===== src/rtcal_pkg.sv =====
// Constants, register map and state type for the alarm comparator block
// Assumes one 100 MHz clock and a two-wire serial link sampled as pins

package rtcal_pkg;

	// ************************************************************
	// Register addresses
	// ************************************************************
	localparam logic [7:0] ADDR_SECOND = 8'h00;
	localparam logic [7:0] ADDR_MINUTE = 8'h01;
	localparam logic [7:0] ADDR_HOUR = 8'h02;
	localparam logic [7:0] ADDR_DATE = 8'h03;
	localparam logic [7:0] ADDR_MONTH = 8'h04;
	localparam logic [7:0] ADDR_WEEKDAY = 8'h05;
	localparam logic [7:0] ADDR_STATUS = 8'h07;
	localparam logic [7:0] ADDR_INTCTL = 8'h08;
	localparam logic [7:0] ADDR_ALARM_FIRST = 8'h0c;
	localparam logic [7:0] ADDR_ALARM_LAST = 8'h14;
	localparam logic [7:0] ADDR_PTR_LAST = 8'h1f;
	localparam logic [7:0] ADDR_PTR_FIRST = 8'h00;

	// ************************************************************
	// Alarm byte indices and field layout
	// ************************************************************
	localparam int NUM_ALARM_REGS = 9;
	localparam int NUM_A1_FIELDS = 6;
	localparam int A2_MINUTE_IDX = 6;
	localparam int A2_HOUR_IDX = 7;
	localparam int A2_DAYDATE_IDX = 8;
	localparam int ENABLE_BIT = 7;
	localparam int DAYSEL_BIT = 6;
	// Compare masks per alarm-one field; hour keeps its format bit
	localparam logic [6:0] A1_FIELD_MASK [NUM_A1_FIELDS] = '{
		7'h7f, 7'h7f, 7'h7f, 7'h3f, 7'h1f, 7'h07};
	localparam logic [5:0] DATE_MASK = 6'h3f;
	localparam logic [5:0] WEEKDAY_MASK = 6'h07;
	localparam logic [6:0] SECOND_ZERO = 7'h00;
	localparam logic [7:0] ALARM_RESET = 8'h00;

	// ************************************************************
	// Status and interrupt control fields
	// ************************************************************
	localparam int ST_AUTOCLR_BIT = 7;
	localparam int ST_A1F_BIT = 2;
	localparam int ST_A2F_BIT = 1;
	localparam int IC_FIRST_ALARM_FUNCTION_ON_BIT = 6;
	localparam int IC_SECOND_ALARM_FUNCTION_ON_BIT = 5;
	localparam int IC_FO_HI_BIT = 4;
	localparam int IC_FO_LO_BIT = 3;
	localparam int IC_PIN_INTERRUPT_SELECT_BIT = 2;
	localparam int IC_A1E_BIT = 0;
	localparam logic [7:0] INTCTL_RESET = 8'h18;
	localparam logic [7:0] INTCTL_WMASK = 8'h7d;

	// ************************************************************
	// Link and timing
	// ************************************************************
	localparam logic [6:0] DEVICE_ID = 7'h6f;
	localparam logic [3:0] BITS_PER_BYTE = 4'h8;
	localparam int CLK_PERIOD_NS = 10;
	localparam int POWERUP_NS = 1000;
	localparam int POWERUP_CYCLES =
		(POWERUP_NS + CLK_PERIOD_NS - 1) / CLK_PERIOD_NS;

	// Serial interface states
	typedef enum logic [2:0] {
		ST_IDLE, ST_DEV, ST_REG, ST_WR, ST_RD
	} rtcal_state_type;

endpackage : rtcal_pkg


===== src/rtcal_slave.sv =====
// Alarm comparators with the two-wire slave port that reaches them
// Assumes clock fields and their update strobe arrive on mclk; the
// serial pins are asynchronous and are resynchronised here
`timescale 1ns/100ps
`default_nettype none

module rtcal_slave #(
	parameter logic [6:0] DEV_ID = rtcal_pkg::DEVICE_ID,
	parameter int POWERUP_CYCLES = rtcal_pkg::POWERUP_CYCLES
) (
	input wire logic mclk,
	input wire logic rst_n,
	input wire logic scl_in,
	input wire logic sda_in,
	output logic sda_out,
	output logic sda_oe_n,
	output logic interrupt_or_clock_out_pin_out,
	output logic interrupt_or_clock_out_pin_oe_n,
	input wire logic time_tick,
	input wire logic [7:0] time_second,
	input wire logic [7:0] time_minute,
	input wire logic [7:0] time_hour,
	input wire logic [7:0] time_date,
	input wire logic [7:0] time_month,
	input wire logic [7:0] time_weekday,
	output logic first_alarm_flag,
	output logic second_alarm_flag
);

	// ************************************************************
	// Elaboration checks
	// ************************************************************
	if (POWERUP_CYCLES < 1 || POWERUP_CYCLES > 65535) begin : g_chk
		$error("POWERUP_CYCLES out of range");
	end

	localparam int PW = $clog2(POWERUP_CYCLES + 1);
	localparam logic [PW-1:0] PWR_DONE = PW'(POWERUP_CYCLES);

	// ************************************************************
	// Declarations
	// ************************************************************
	logic scl_meta_q, scl_sync_q, scl_prev_q; // Clock pin synchroniser
	logic sda_meta_q, sda_sync_q, sda_prev_q; // Data pin synchroniser
	logic [PW-1:0] pwr_cnt_q; // Power-up hold-off counter
	rtcal_pkg::rtcal_state_type state_q; // Serial interface state
	logic [3:0] bit_q; // Bits of the current byte seen
	logic ack_phase_q; // Inside the ninth clock
	logic [7:0] shift_q; // Receive and transmit shifter
	logic drive_q; // Pull the data line low
	logic rw_q; // Identifier asked for a read
	logic [7:0] ptr_q; // Register pointer
	logic status_read_q; // Status byte sent in this transfer
	logic autoclr_q; // flag_auto_clear
	logic first_alarm_flag_q, second_alarm_flag_q;
	logic [7:0] intctl_q; // Interrupt control byte
	logic [7:0] alarm_q [rtcal_pkg::NUM_ALARM_REGS]; // Alarm bytes
	logic a1_prev_q, a2_prev_q; // Match seen at last evaluation
	logic first_alarm_flag_d, second_alarm_flag_d;

	// ************************************************************
	// Pin synchronisers and line events
	// ************************************************************
	// Two stages before any logic looks at the asynchronous pins
	always_ff @(posedge mclk) begin
		if (!rst_n) begin
			scl_meta_q <= 1'b1;
			scl_sync_q <= 1'b1;
			scl_prev_q <= 1'b1;
			sda_meta_q <= 1'b1;
			sda_sync_q <= 1'b1;
			sda_prev_q <= 1'b1;
		end else begin
			scl_meta_q <= scl_in;
			scl_sync_q <= scl_meta_q;
			scl_prev_q <= scl_sync_q;
			sda_meta_q <= sda_in;
			sda_sync_q <= sda_meta_q;
			sda_prev_q <= sda_sync_q;
		end
	end

	wire scl_rise = scl_sync_q && !scl_prev_q;
	wire scl_fall = !scl_sync_q && scl_prev_q;
	// Data moving while the clock stays high marks START or STOP
	wire scl_high = scl_sync_q && scl_prev_q;
	wire start_det = scl_high && sda_prev_q && !sda_sync_q;
	wire stop_det = scl_high && !sda_prev_q && sda_sync_q;

	// ************************************************************
	// Power-up hold-off
	// ************************************************************
	// START is ignored until the counter saturates
	always_ff @(posedge mclk) begin
		if (!rst_n) begin
			pwr_cnt_q <= '0;
		end else if (pwr_cnt_q != PWR_DONE) begin
			pwr_cnt_q <= pwr_cnt_q + PW'(1);
		end
	end

	wire powered = (pwr_cnt_q == PWR_DONE);
	wire start_go = start_det && powered;

	// ************************************************************
	// Byte decode and register read selection
	// ************************************************************
	wire byte_done = scl_fall && !ack_phase_q &&
		bit_q == rtcal_pkg::BITS_PER_BYTE;
	wire ack_done = scl_fall && ack_phase_q;
	wire id_match = shift_q[7:1] == DEV_ID;
	wire [7:0] ptr_next = (ptr_q == rtcal_pkg::ADDR_PTR_LAST) ?
		rtcal_pkg::ADDR_PTR_FIRST : ptr_q + 8'h01;
	wire in_alarm = ptr_q >= rtcal_pkg::ADDR_ALARM_FIRST &&
		ptr_q <= rtcal_pkg::ADDR_ALARM_LAST;
	wire [3:0] alarm_idx = 4'(ptr_q - rtcal_pkg::ADDR_ALARM_FIRST);
	// Write strobe lands as the device starts the acknowledge
	wire wr_go = byte_done && state_q == rtcal_pkg::ST_WR;
	wire wr_status = wr_go && ptr_q == rtcal_pkg::ADDR_STATUS;
	wire wr_intctl = wr_go && ptr_q == rtcal_pkg::ADDR_INTCTL;
	// Next transmit byte is fetched at the end of an acknowledge; a
	// master NACK fetches nothing, so the pointer and the status-read
	// marker only see bytes that really go out
	wire rd_load = ack_done && ((state_q == rtcal_pkg::ST_RD &&
		!sda_sync_q) || (state_q == rtcal_pkg::ST_DEV && rw_q));

	logic [7:0] status_byte; // Assembled status register
	always_comb begin
		status_byte = '0;
		status_byte[rtcal_pkg::ST_AUTOCLR_BIT] = autoclr_q;
		status_byte[rtcal_pkg::ST_A1F_BIT] = first_alarm_flag_q;
		status_byte[rtcal_pkg::ST_A2F_BIT] = second_alarm_flag_q;
	end

	// Unmapped and unmodelled addresses read as zero
	wire [7:0] rd_byte =
		(ptr_q == rtcal_pkg::ADDR_SECOND) ? time_second :
		(ptr_q == rtcal_pkg::ADDR_MINUTE) ? time_minute :
		(ptr_q == rtcal_pkg::ADDR_HOUR) ? time_hour :
		(ptr_q == rtcal_pkg::ADDR_DATE) ? time_date :
		(ptr_q == rtcal_pkg::ADDR_MONTH) ? time_month :
		(ptr_q == rtcal_pkg::ADDR_WEEKDAY) ? time_weekday :
		(ptr_q == rtcal_pkg::ADDR_STATUS) ? status_byte :
		(ptr_q == rtcal_pkg::ADDR_INTCTL) ? intctl_q :
		in_alarm ? alarm_q[alarm_idx] : 8'h00;

	// ************************************************************
	// Serial slave state machine
	// ************************************************************
	// Samples on the clock rise, moves the data line after the fall,
	// so the line never changes while the master holds clock high
	always_ff @(posedge mclk) begin
		if (!rst_n) begin
			state_q <= rtcal_pkg::ST_IDLE;
			bit_q <= '0;
			ack_phase_q <= 1'b0;
			shift_q <= '0;
			drive_q <= 1'b0;
			rw_q <= 1'b0;
		end else if (start_go) begin
			// Repeated START restarts identification
			state_q <= rtcal_pkg::ST_DEV;
			bit_q <= '0;
			ack_phase_q <= 1'b0;
			drive_q <= 1'b0;
		end else if (stop_det) begin
			state_q <= rtcal_pkg::ST_IDLE;
			drive_q <= 1'b0;
			ack_phase_q <= 1'b0;
		end else if (state_q != rtcal_pkg::ST_IDLE) begin
			if (scl_rise && !ack_phase_q) begin
				// Master clocks every bit; MSB arrives first
				bit_q <= bit_q + 4'h1;
				if (state_q != rtcal_pkg::ST_RD) begin
					shift_q <= {shift_q[6:0], sda_sync_q};
				end
			end else if (byte_done) begin
				ack_phase_q <= 1'b1;
				bit_q <= '0;
				case (state_q)
					rtcal_pkg::ST_DEV: begin
						// Foreign identifier: stay off the line
						drive_q <= id_match;
						rw_q <= shift_q[0];
						if (!id_match) begin
							state_q <= rtcal_pkg::ST_IDLE;
						end
					end
					rtcal_pkg::ST_RD: begin
						drive_q <= 1'b0;
					end
					default: begin
						drive_q <= 1'b1;
					end
				endcase
			end else if (ack_done) begin
				ack_phase_q <= 1'b0;
				case (state_q)
					rtcal_pkg::ST_DEV: begin
						state_q <= rw_q ? rtcal_pkg::ST_RD : rtcal_pkg::ST_REG;
						shift_q <= rd_byte;
						drive_q <= rw_q && !rd_byte[7];
					end
					rtcal_pkg::ST_REG: begin
						state_q <= rtcal_pkg::ST_WR;
						drive_q <= 1'b0;
					end
					rtcal_pkg::ST_RD: begin
						// Without the master's acknowledge, wait for STOP
						if (sda_sync_q) begin
							state_q <= rtcal_pkg::ST_IDLE;
							drive_q <= 1'b0;
						end else begin
							shift_q <= rd_byte;
							drive_q <= !rd_byte[7];
						end
					end
					default: begin
						drive_q <= 1'b0;
					end
				endcase
			end else if (scl_fall && state_q == rtcal_pkg::ST_RD) begin
				// Present the next bit while the clock is low
				shift_q <= {shift_q[6:0], 1'b0};
				drive_q <= !shift_q[6];
			end
		end
	end

	// ************************************************************
	// Register pointer and status-read tracking
	// ************************************************************
	// Pointer moves after each written byte and each fetched byte
	always_ff @(posedge mclk) begin
		if (!rst_n) begin
			ptr_q <= rtcal_pkg::ADDR_PTR_FIRST;
			status_read_q <= 1'b0;
		end else begin
			if (byte_done && state_q == rtcal_pkg::ST_REG) begin
				ptr_q <= shift_q;
			end else if (wr_go || rd_load) begin
				ptr_q <= ptr_next;
			end
			// Only a read that ends in STOP may auto-clear
			if (stop_det || start_go && state_q == rtcal_pkg::ST_IDLE) begin
				status_read_q <= 1'b0;
			end else if (rd_load && ptr_q == rtcal_pkg::ADDR_STATUS) begin
				status_read_q <= 1'b1;
			end
		end
	end

	// ************************************************************
	// Control and alarm registers
	// ************************************************************
	// Clock registers are read-only here; their writes are dropped
	always_ff @(posedge mclk) begin
		if (!rst_n) begin
			autoclr_q <= 1'b0;
			intctl_q <= rtcal_pkg::INTCTL_RESET;
			for (int i = 0; i < rtcal_pkg::NUM_ALARM_REGS; i++) begin
				alarm_q[i] <= rtcal_pkg::ALARM_RESET;
			end
		end else begin
			if (wr_status) begin
				autoclr_q <= shift_q[rtcal_pkg::ST_AUTOCLR_BIT];
			end
			if (wr_intctl) begin
				intctl_q <= shift_q & rtcal_pkg::INTCTL_WMASK;
			end
			if (wr_go && in_alarm) begin
				alarm_q[alarm_idx] <= shift_q;
			end
		end
	end

	// ************************************************************
	// Alarm one comparator
	// ************************************************************
	wire [6:0] a1_time [rtcal_pkg::NUM_A1_FIELDS];
	assign a1_time[0] = time_second[6:0];
	assign a1_time[1] = time_minute[6:0];
	assign a1_time[2] = time_hour[6:0];
	assign a1_time[3] = time_date[6:0];
	assign a1_time[4] = time_month[6:0];
	assign a1_time[5] = time_weekday[6:0];

	logic [rtcal_pkg::NUM_A1_FIELDS-1:0] a1_en, a1_hit;
	// Hour mask keeps the format bit, so mixed formats never match
	for (genvar g = 0; g < rtcal_pkg::NUM_A1_FIELDS; g++) begin : g_a1
		assign a1_en[g] = alarm_q[g][rtcal_pkg::ENABLE_BIT];
		assign a1_hit[g] = !a1_en[g] ||
			((alarm_q[g][6:0] & rtcal_pkg::A1_FIELD_MASK[g]) ==
			(a1_time[g] & rtcal_pkg::A1_FIELD_MASK[g]));
	end

	wire alm1_on = intctl_q[rtcal_pkg::IC_FIRST_ALARM_FUNCTION_ON_BIT];
	wire a1_match = alm1_on && &a1_hit;
	// Each update is a second; all fields off fires every update
	wire a1_fire = time_tick && a1_match &&
		(a1_en == '0 || !a1_prev_q);

	// ************************************************************
	// Alarm two comparator
	// ************************************************************
	wire [7:0] a2_dd = alarm_q[rtcal_pkg::A2_DAYDATE_IDX];
	wire a2_daysel = a2_dd[rtcal_pkg::DAYSEL_BIT];
	wire [5:0] a2_dd_mask = a2_daysel ?
		rtcal_pkg::WEEKDAY_MASK : rtcal_pkg::DATE_MASK;
	wire [5:0] a2_dd_time = a2_daysel ?
		time_weekday[5:0] : time_date[5:0];
	wire [2:0] a2_en = {a2_dd[rtcal_pkg::ENABLE_BIT],
		alarm_q[rtcal_pkg::A2_HOUR_IDX][rtcal_pkg::ENABLE_BIT],
		alarm_q[rtcal_pkg::A2_MINUTE_IDX][rtcal_pkg::ENABLE_BIT]};
	wire a2_hit_min = !a2_en[0] ||
		alarm_q[rtcal_pkg::A2_MINUTE_IDX][6:0] == time_minute[6:0];
	wire a2_hit_hour = !a2_en[1] ||
		alarm_q[rtcal_pkg::A2_HOUR_IDX][6:0] == time_hour[6:0];
	wire a2_hit_dd = !a2_en[2] ||
		(a2_dd[5:0] & a2_dd_mask) == (a2_dd_time & a2_dd_mask);
	wire a2_match = intctl_q[rtcal_pkg::IC_SECOND_ALARM_FUNCTION_ON_BIT] &&
		a2_hit_min && a2_hit_hour && a2_hit_dd;
	// Alarm two is only looked at as seconds reach zero
	wire a2_eval = time_tick && time_second[6:0] == rtcal_pkg::SECOND_ZERO;
	wire a2_fire = a2_eval && a2_match &&
		(a2_en == '0 || !a2_prev_q);

	// ************************************************************
	// Alarm flags
	// ************************************************************
	wire auto_clear = stop_det && status_read_q && autoclr_q;
	wire clr_a1 = wr_status && !shift_q[rtcal_pkg::ST_A1F_BIT];
	wire clr_a2 = wr_status && !shift_q[rtcal_pkg::ST_A2F_BIT];
	// A match in the clearing cycle wins over the clear
	assign first_alarm_flag_d = a1_fire ||
		(first_alarm_flag_q && !clr_a1 && !auto_clear);
	assign second_alarm_flag_d = a2_fire ||
		(second_alarm_flag_q && !clr_a2 && !auto_clear);

	// Flags and match history
	always_ff @(posedge mclk) begin
		if (!rst_n) begin
			first_alarm_flag_q <= 1'b0;
			second_alarm_flag_q <= 1'b0;
			a1_prev_q <= 1'b0;
			a2_prev_q <= 1'b0;
		end else begin
			first_alarm_flag_q <= first_alarm_flag_d;
			second_alarm_flag_q <= second_alarm_flag_d;
			if (time_tick) begin
				a1_prev_q <= a1_match;
			end
			if (a2_eval) begin
				a2_prev_q <= a2_match;
			end
		end
	end

	// ************************************************************
	// Outputs
	// ************************************************************
	// Frequency output is not modelled: pin released unless alarm one is on and flagged with its pin interrupt enabled
	wire irq_drive = intctl_q[rtcal_pkg::IC_A1E_BIT] &&
		intctl_q[rtcal_pkg::IC_PIN_INTERRUPT_SELECT_BIT] && alm1_on &&
		first_alarm_flag_q;
	assign interrupt_or_clock_out_pin_out = 1'b0;
	assign interrupt_or_clock_out_pin_oe_n = !irq_drive;
	assign sda_out = 1'b0;
	assign sda_oe_n = !drive_q;
	assign first_alarm_flag = first_alarm_flag_q;
	assign second_alarm_flag = second_alarm_flag_q;

	// ************************************************************
	// Assertions
	// ************************************************************
	irq_pin_low_a: assert property (@(posedge mclk) disable iff (!rst_n)
		a1_fire && intctl_q[rtcal_pkg::IC_A1E_BIT] &&
		intctl_q[rtcal_pkg::IC_PIN_INTERRUPT_SELECT_BIT] |=>
		!interrupt_or_clock_out_pin_oe_n)
		else $error("interrupt pin not pulled after alarm one");

	a1_every_sec_a: assert property (@(posedge mclk) disable iff (!rst_n)
		time_tick && alm1_on && a1_en == '0 |=> first_alarm_flag)
		else $error("alarm one missed a per-second trigger");

	a1_flag_cause_a: assert property (@(posedge mclk) disable iff (!rst_n)
		$rose(first_alarm_flag) |-> $past(time_tick && alm1_on))
		else $error("alarm one flag rose without a clock update");

	a2_minute_a: assert property (@(posedge mclk) disable iff (!rst_n)
		$rose(second_alarm_flag) |-> $past(time_tick) &&
		$past(time_second[6:0]) == rtcal_pkg::SECOND_ZERO)
		else $error("alarm two flag rose off the minute");

	sda_powerup_a: assert property (@(posedge mclk) disable iff (!rst_n)
		!powered |-> sda_oe_n && state_q == rtcal_pkg::ST_IDLE)
		else $error("data line active during power-up");

	sda_low_clock_a: assert property (@(posedge mclk) disable iff (!rst_n)
		$changed(sda_oe_n) |->
		$past(!scl_sync_q || stop_det || start_det))
		else $error("data line moved while clock high");

	write_ack_a: assert property (@(posedge mclk) disable iff (!rst_n)
		byte_done && state_q == rtcal_pkg::ST_WR && !start_det && !stop_det
		|=> !sda_oe_n [*1] ##1 ack_phase_q)
		else $error("write byte not acknowledged");

	ptr_wrap_a: assert property (@(posedge mclk) disable iff (!rst_n)
		(wr_go || rd_load) && ptr_q == rtcal_pkg::ADDR_PTR_LAST |=>
		ptr_q == rtcal_pkg::ADDR_PTR_FIRST)
		else $error("pointer did not wrap to zero");

	auto_clear_a: assert property (@(posedge mclk) disable iff (!rst_n)
		auto_clear && !a1_fire && !a2_fire |=>
		!first_alarm_flag && !second_alarm_flag)
		else $error("flags survived auto-clear");

endmodule : rtcal_slave

`default_nettype wire


===== config.mk =====
export PLATFORM = sky130hd
export DESIGN_NAME = rtcal_slave
export DESIGN_NICKNAME = d
export VERILOG_FILES = /design/src/rtcal_pkg.sv /design/src/rtcal_slave.sv
export SDC_FILE = /design/constraint.sdc
export NUM_CORES = 1
export LEC_CHECK = 0
export CAP_MARGIN = 20
export CORE_MARGIN = 3
export CORE_UTILIZATION = 59
export CTS_CLUSTER_DIAMETER = 80
export DETAILED_ROUTE_END_ITERATION = 10
export DONT_BUFFER_PORTS = 1
export GPL_TIMING_DRIVEN = 0
export PLACE_DENSITY = 0.86
export SYNTH_ARGS = -nofsm -noshare
export SYNTH_HDL_FRONTEND = slang
export SYNTH_SLANG_ARGS = --single-unit

===== constraint.sdc =====
create_clock -name mclk -period 3.2 [get_ports mclk]
set_clock_uncertainty 0.1 [all_clocks]
set_input_delay 0.16 -clock mclk [delete_from_list [all_inputs] [get_ports mclk]]
set_output_delay 0.16 -clock mclk [all_outputs]
set_load 0.05 [all_outputs]

==> results.json <==
{
  "outcome": "completed",
  "fin_nets": 954,
  "io_buffers": 0,
  "clock-root-buffer": "clkbuf_16",
  "grt_usage": 0.335,
  "drc": 0,
  "grt_antenna_before_repair": 1,
  "async_flop_share": 0,
  "final-max-slew-violation-count": 0,
  "stdcell_area_um2": 10900,
  "finalCoreUtilization": 0.677,
  "critPathMaxStageDelay_ns": 0.37,
  "rr_worst_depth": 11,
  "whs_path_depth": 3,
  "rr_startpoint": "ptr_q[2]$_SDFFE_PN0P_",
  "whs_endpoint": "shift_q[5]$_SDFFE_PN0P_",
  "vias_per_cell": 6.86,
  "dieHeight_um": 135,
  "dieWidth_um": 135,
  "dr.first_iter.drc_count": 1235,
  "core_area_um2": 16100,
  "finalSetupTns_ns": 0,
  "syn_area_per_cell_um2": 11.4,
  "finalWeightedCongestion": 1.03,
  "antenna_cells": 0,
  "grtUsageMet3": 0.0872,
  "area_delta_synth_final_pct": 11.0,
  "worstMarginPinSlew_ns": 0.998,
  "cts_tree": "yes",
  "worstSetupPathType": "reg2reg",
  "via_count": 7653,
  "busiest_layer": "met2",
  "yosysTopAreaCellShare": 0.392,
  "rr_endpoint": "shift_q[0]$_SDFFE_PN0P_",
  "clockBufferDepth": 2,
  "path_buf_inv": 5,
  "antenna_left": 0,
  "leakage_nw": 3.73,
  "grt_start_max_net_pins": 17,
  "grt_pass1_vias": 7147,
  "seq_area_frac_synth": 0.496,
  "tritoncts.num_buffers": 17,
  "setup_viol": 0,
  "final_common_cell": "edfxtp_1",
  "finalWirelength_um": 29800,
  "synth_edf_count": 128,
  "grt_util_met1": 0.434,
  "cts_num_sinks": 179,
  "slew_headroom": 0.335,
  "syn_inst": 857,
  "clk_pin_slew_ns": 0.07,
  "arrival_ns": 3.34,
  "cp-end-kind": "flop",
  "grt_pass1_wl_um": 44100,
  "crit_top_cell": "clkbuf_1",
  "ys.warnings.count": 0,
  "syn_area_um2": 9800,
  "hold_viol": 0,
  "rsz0062_at_grt": "no",
  "synth_top_area_cell": "edfxtp_1",
  "grtUsageMet2": 0.519,
  "synthTopCellsByArea": "edfxtp_1, dfxtp_1, mux4_2, and2_1, xnor2_1",
  "peakVddDrop_v": 0.000342,
  "worst-r2r-setup-slack_ns": 0.12,
  "crit_cells": 11,
  "max_freq_mhz": 325,
  "hp-class": "in2reg",
  "start_util": 0.610,
  "period_share": 0.961,
  "rows": 46,
  "min_period_ns": 3.08,
  "crit_path_start_kind": "flop",
  "clk-insertion-delay-late_ns": 0.44,
  "critical_path.slowest_cell": "dfxtp_1",
  "maxCapViolCount": 0,
  "path_cells": "clkbuf_4 -> buf_6 -> clkinvlp_4 -> ha_1 -> clkbuf_1 -> and3_1 -> clkbuf_1 -> nor2_1 -> o221ai_1 -> a21o_1 -> a41oi_1",
  "ys_dominant_reg_cell": "edfxtp_1",
  "power_density_nw_per_um2": 451,
  "crit_family": "buffers and inverters",
  "routedWlPerCell_um": 26.7,
  "worstPathMaxFanout": 10,
  "most-common-layout-cells": "edfxtp_1, and2_1, nand2_1",
  "crit_required_ns": 3.46,
  "grt-ovfl-total": 0,
  "drive_above_1_share": 0.131,
  "io_pins": 59,
  "synth_cell_types": 71,
  "ys_seq_elements": 179,
  "hpwl_um": 21600,
  "firstDrtPassIters": 6,
  "hp-start": "time_weekday[5]",
  "die_area_um2": 18200,
  "place_area_um2": 10100,
  "htreeDepth": 4
}
[metrics by stage]
step | setup WS [ns] | power, mW | hold WS, ns | cells
after floorplan | 0.281 | 2.73 | 0.161 | 858
after CTS | 0.0166 | 4.89 | 0.000467 | 1120
after global routing | 0.0217 | 5.00 | 0.0214 | 1116
after detailed placement | -0.565 | 2.80 | 0.166 | 1074
final | 0.124 | 4.90 | 0.0117 | 1116
after global placement | -0.521 | 2.79 | 0.162 | 1074
[sequential cells by signal (all words and copies together) (netlist names), 3 cells and up]
name       flops
state_q        3
intctl_q       6
pwr_cnt_q      7
alarm_q      128
ptr_q          8
bit_q          4
shift_q        8
[report_power, final]
group	internal (mW)	switching (mW)
Combinational	0.0950	0.108
Clock	1.23	0.906
Sequential	2.52	0.0511
[cell usage after synthesis, types with 13 or more instances]
library cell and instances:
a21oi_1 25, clkbuf_1 33, and2_1 79, o21ai_0 35, buf_2 14, inv_1 21, nand4_1 17, xnor2_1 34
mux2i_1 18, nand3_1 23, nand2_1 59, and3_1 23, ha_1 13, edfxtp_1 128, nor2_1 44, nand2b_1 20
mux4_2 38, dfxtp_1 51, xor2_1 30
[kinds of logic after synthesis]
group           after synthesis  share of synthesized area
other cells                   1                   0.000383
buf+inv                      80                     0.0374
simple gates                315                      0.181
compound gates              144                     0.0996
flops                       179                      0.496
mux                          61                      0.111
xor+xnor                     64                     0.0572
fa+ha+maj                    13                     0.0166
[how the worst max path moves through the flow]
| stage | to | start |
|---|---|---|
| global placement | alarm_q[0][2]$_SDFFCE_PN0P_ | ptr_q[1]$_SDFFE_PN0P_ |
| CTS | alarm_q[0][6]$_SDFFCE_PN0P_ | ptr_q[1]$_SDFFE_PN0P_ |
| floorplan | alarm_q[0][0]$_SDFFCE_PN0P_ | ptr_q[1]$_SDFFE_PN0P_ |
| detailed placement | alarm_q[0][6]$_SDFFCE_PN0P_ | ptr_q[1]$_SDFFE_PN0P_ |
| finish | shift_q[0]$_SDFFE_PN0P_ | ptr_q[2]$_SDFFE_PN0P_ |
| global route | alarm_q[0][2]$_SDFFCE_PN0P_ | ptr_q[0]$_SDFFE_PN0P_ |
[worst register-to-register path: cells and delay by family, from the launching register on]
| kind | cells | cell delay [ns] |
|---|---|---|
| buffers and inverters | 5 | 1.15 |
| AO/OA/AOI/OAI | 3 | 0.60 |
| AND/OR/NAND/NOR | 2 | 0.54 |
| flip-flops | 1 | 0.37 |
| adder cells (fa/ha/maj) | 1 | 0.23 |
[what timing repair did]
item / CTS / global route
gates resized for setup: 20 / 9
setup buffers: 2 / 0
setup endpoints to repair: 215 / 141
pin swaps: 2 / 0
hold buffers: 13 / 0
gates cloned: 0 / 0
endpoints found under the hold margin: 11 / 0
[final cells by class]
type                            count  area, um2
Buffer                             55        280
Clock buffer                       19        433
Clock inverter                     12        155
Fill cell                        1160       5180
Inverter                           21       82.6
Multi-Input combinational cell    599       4620
Sequential cell                   179       4870
Tap cell                          216        270
Timing Repair Buffer               15        161
[layer usage]
layer	share of wire	vias up
met5	0	-
met4	0.065	0
met3	0.12	135
met2	0.46	559
met1	0.36	3707
li1	-	3252
(Power assumes the default switching activity.)
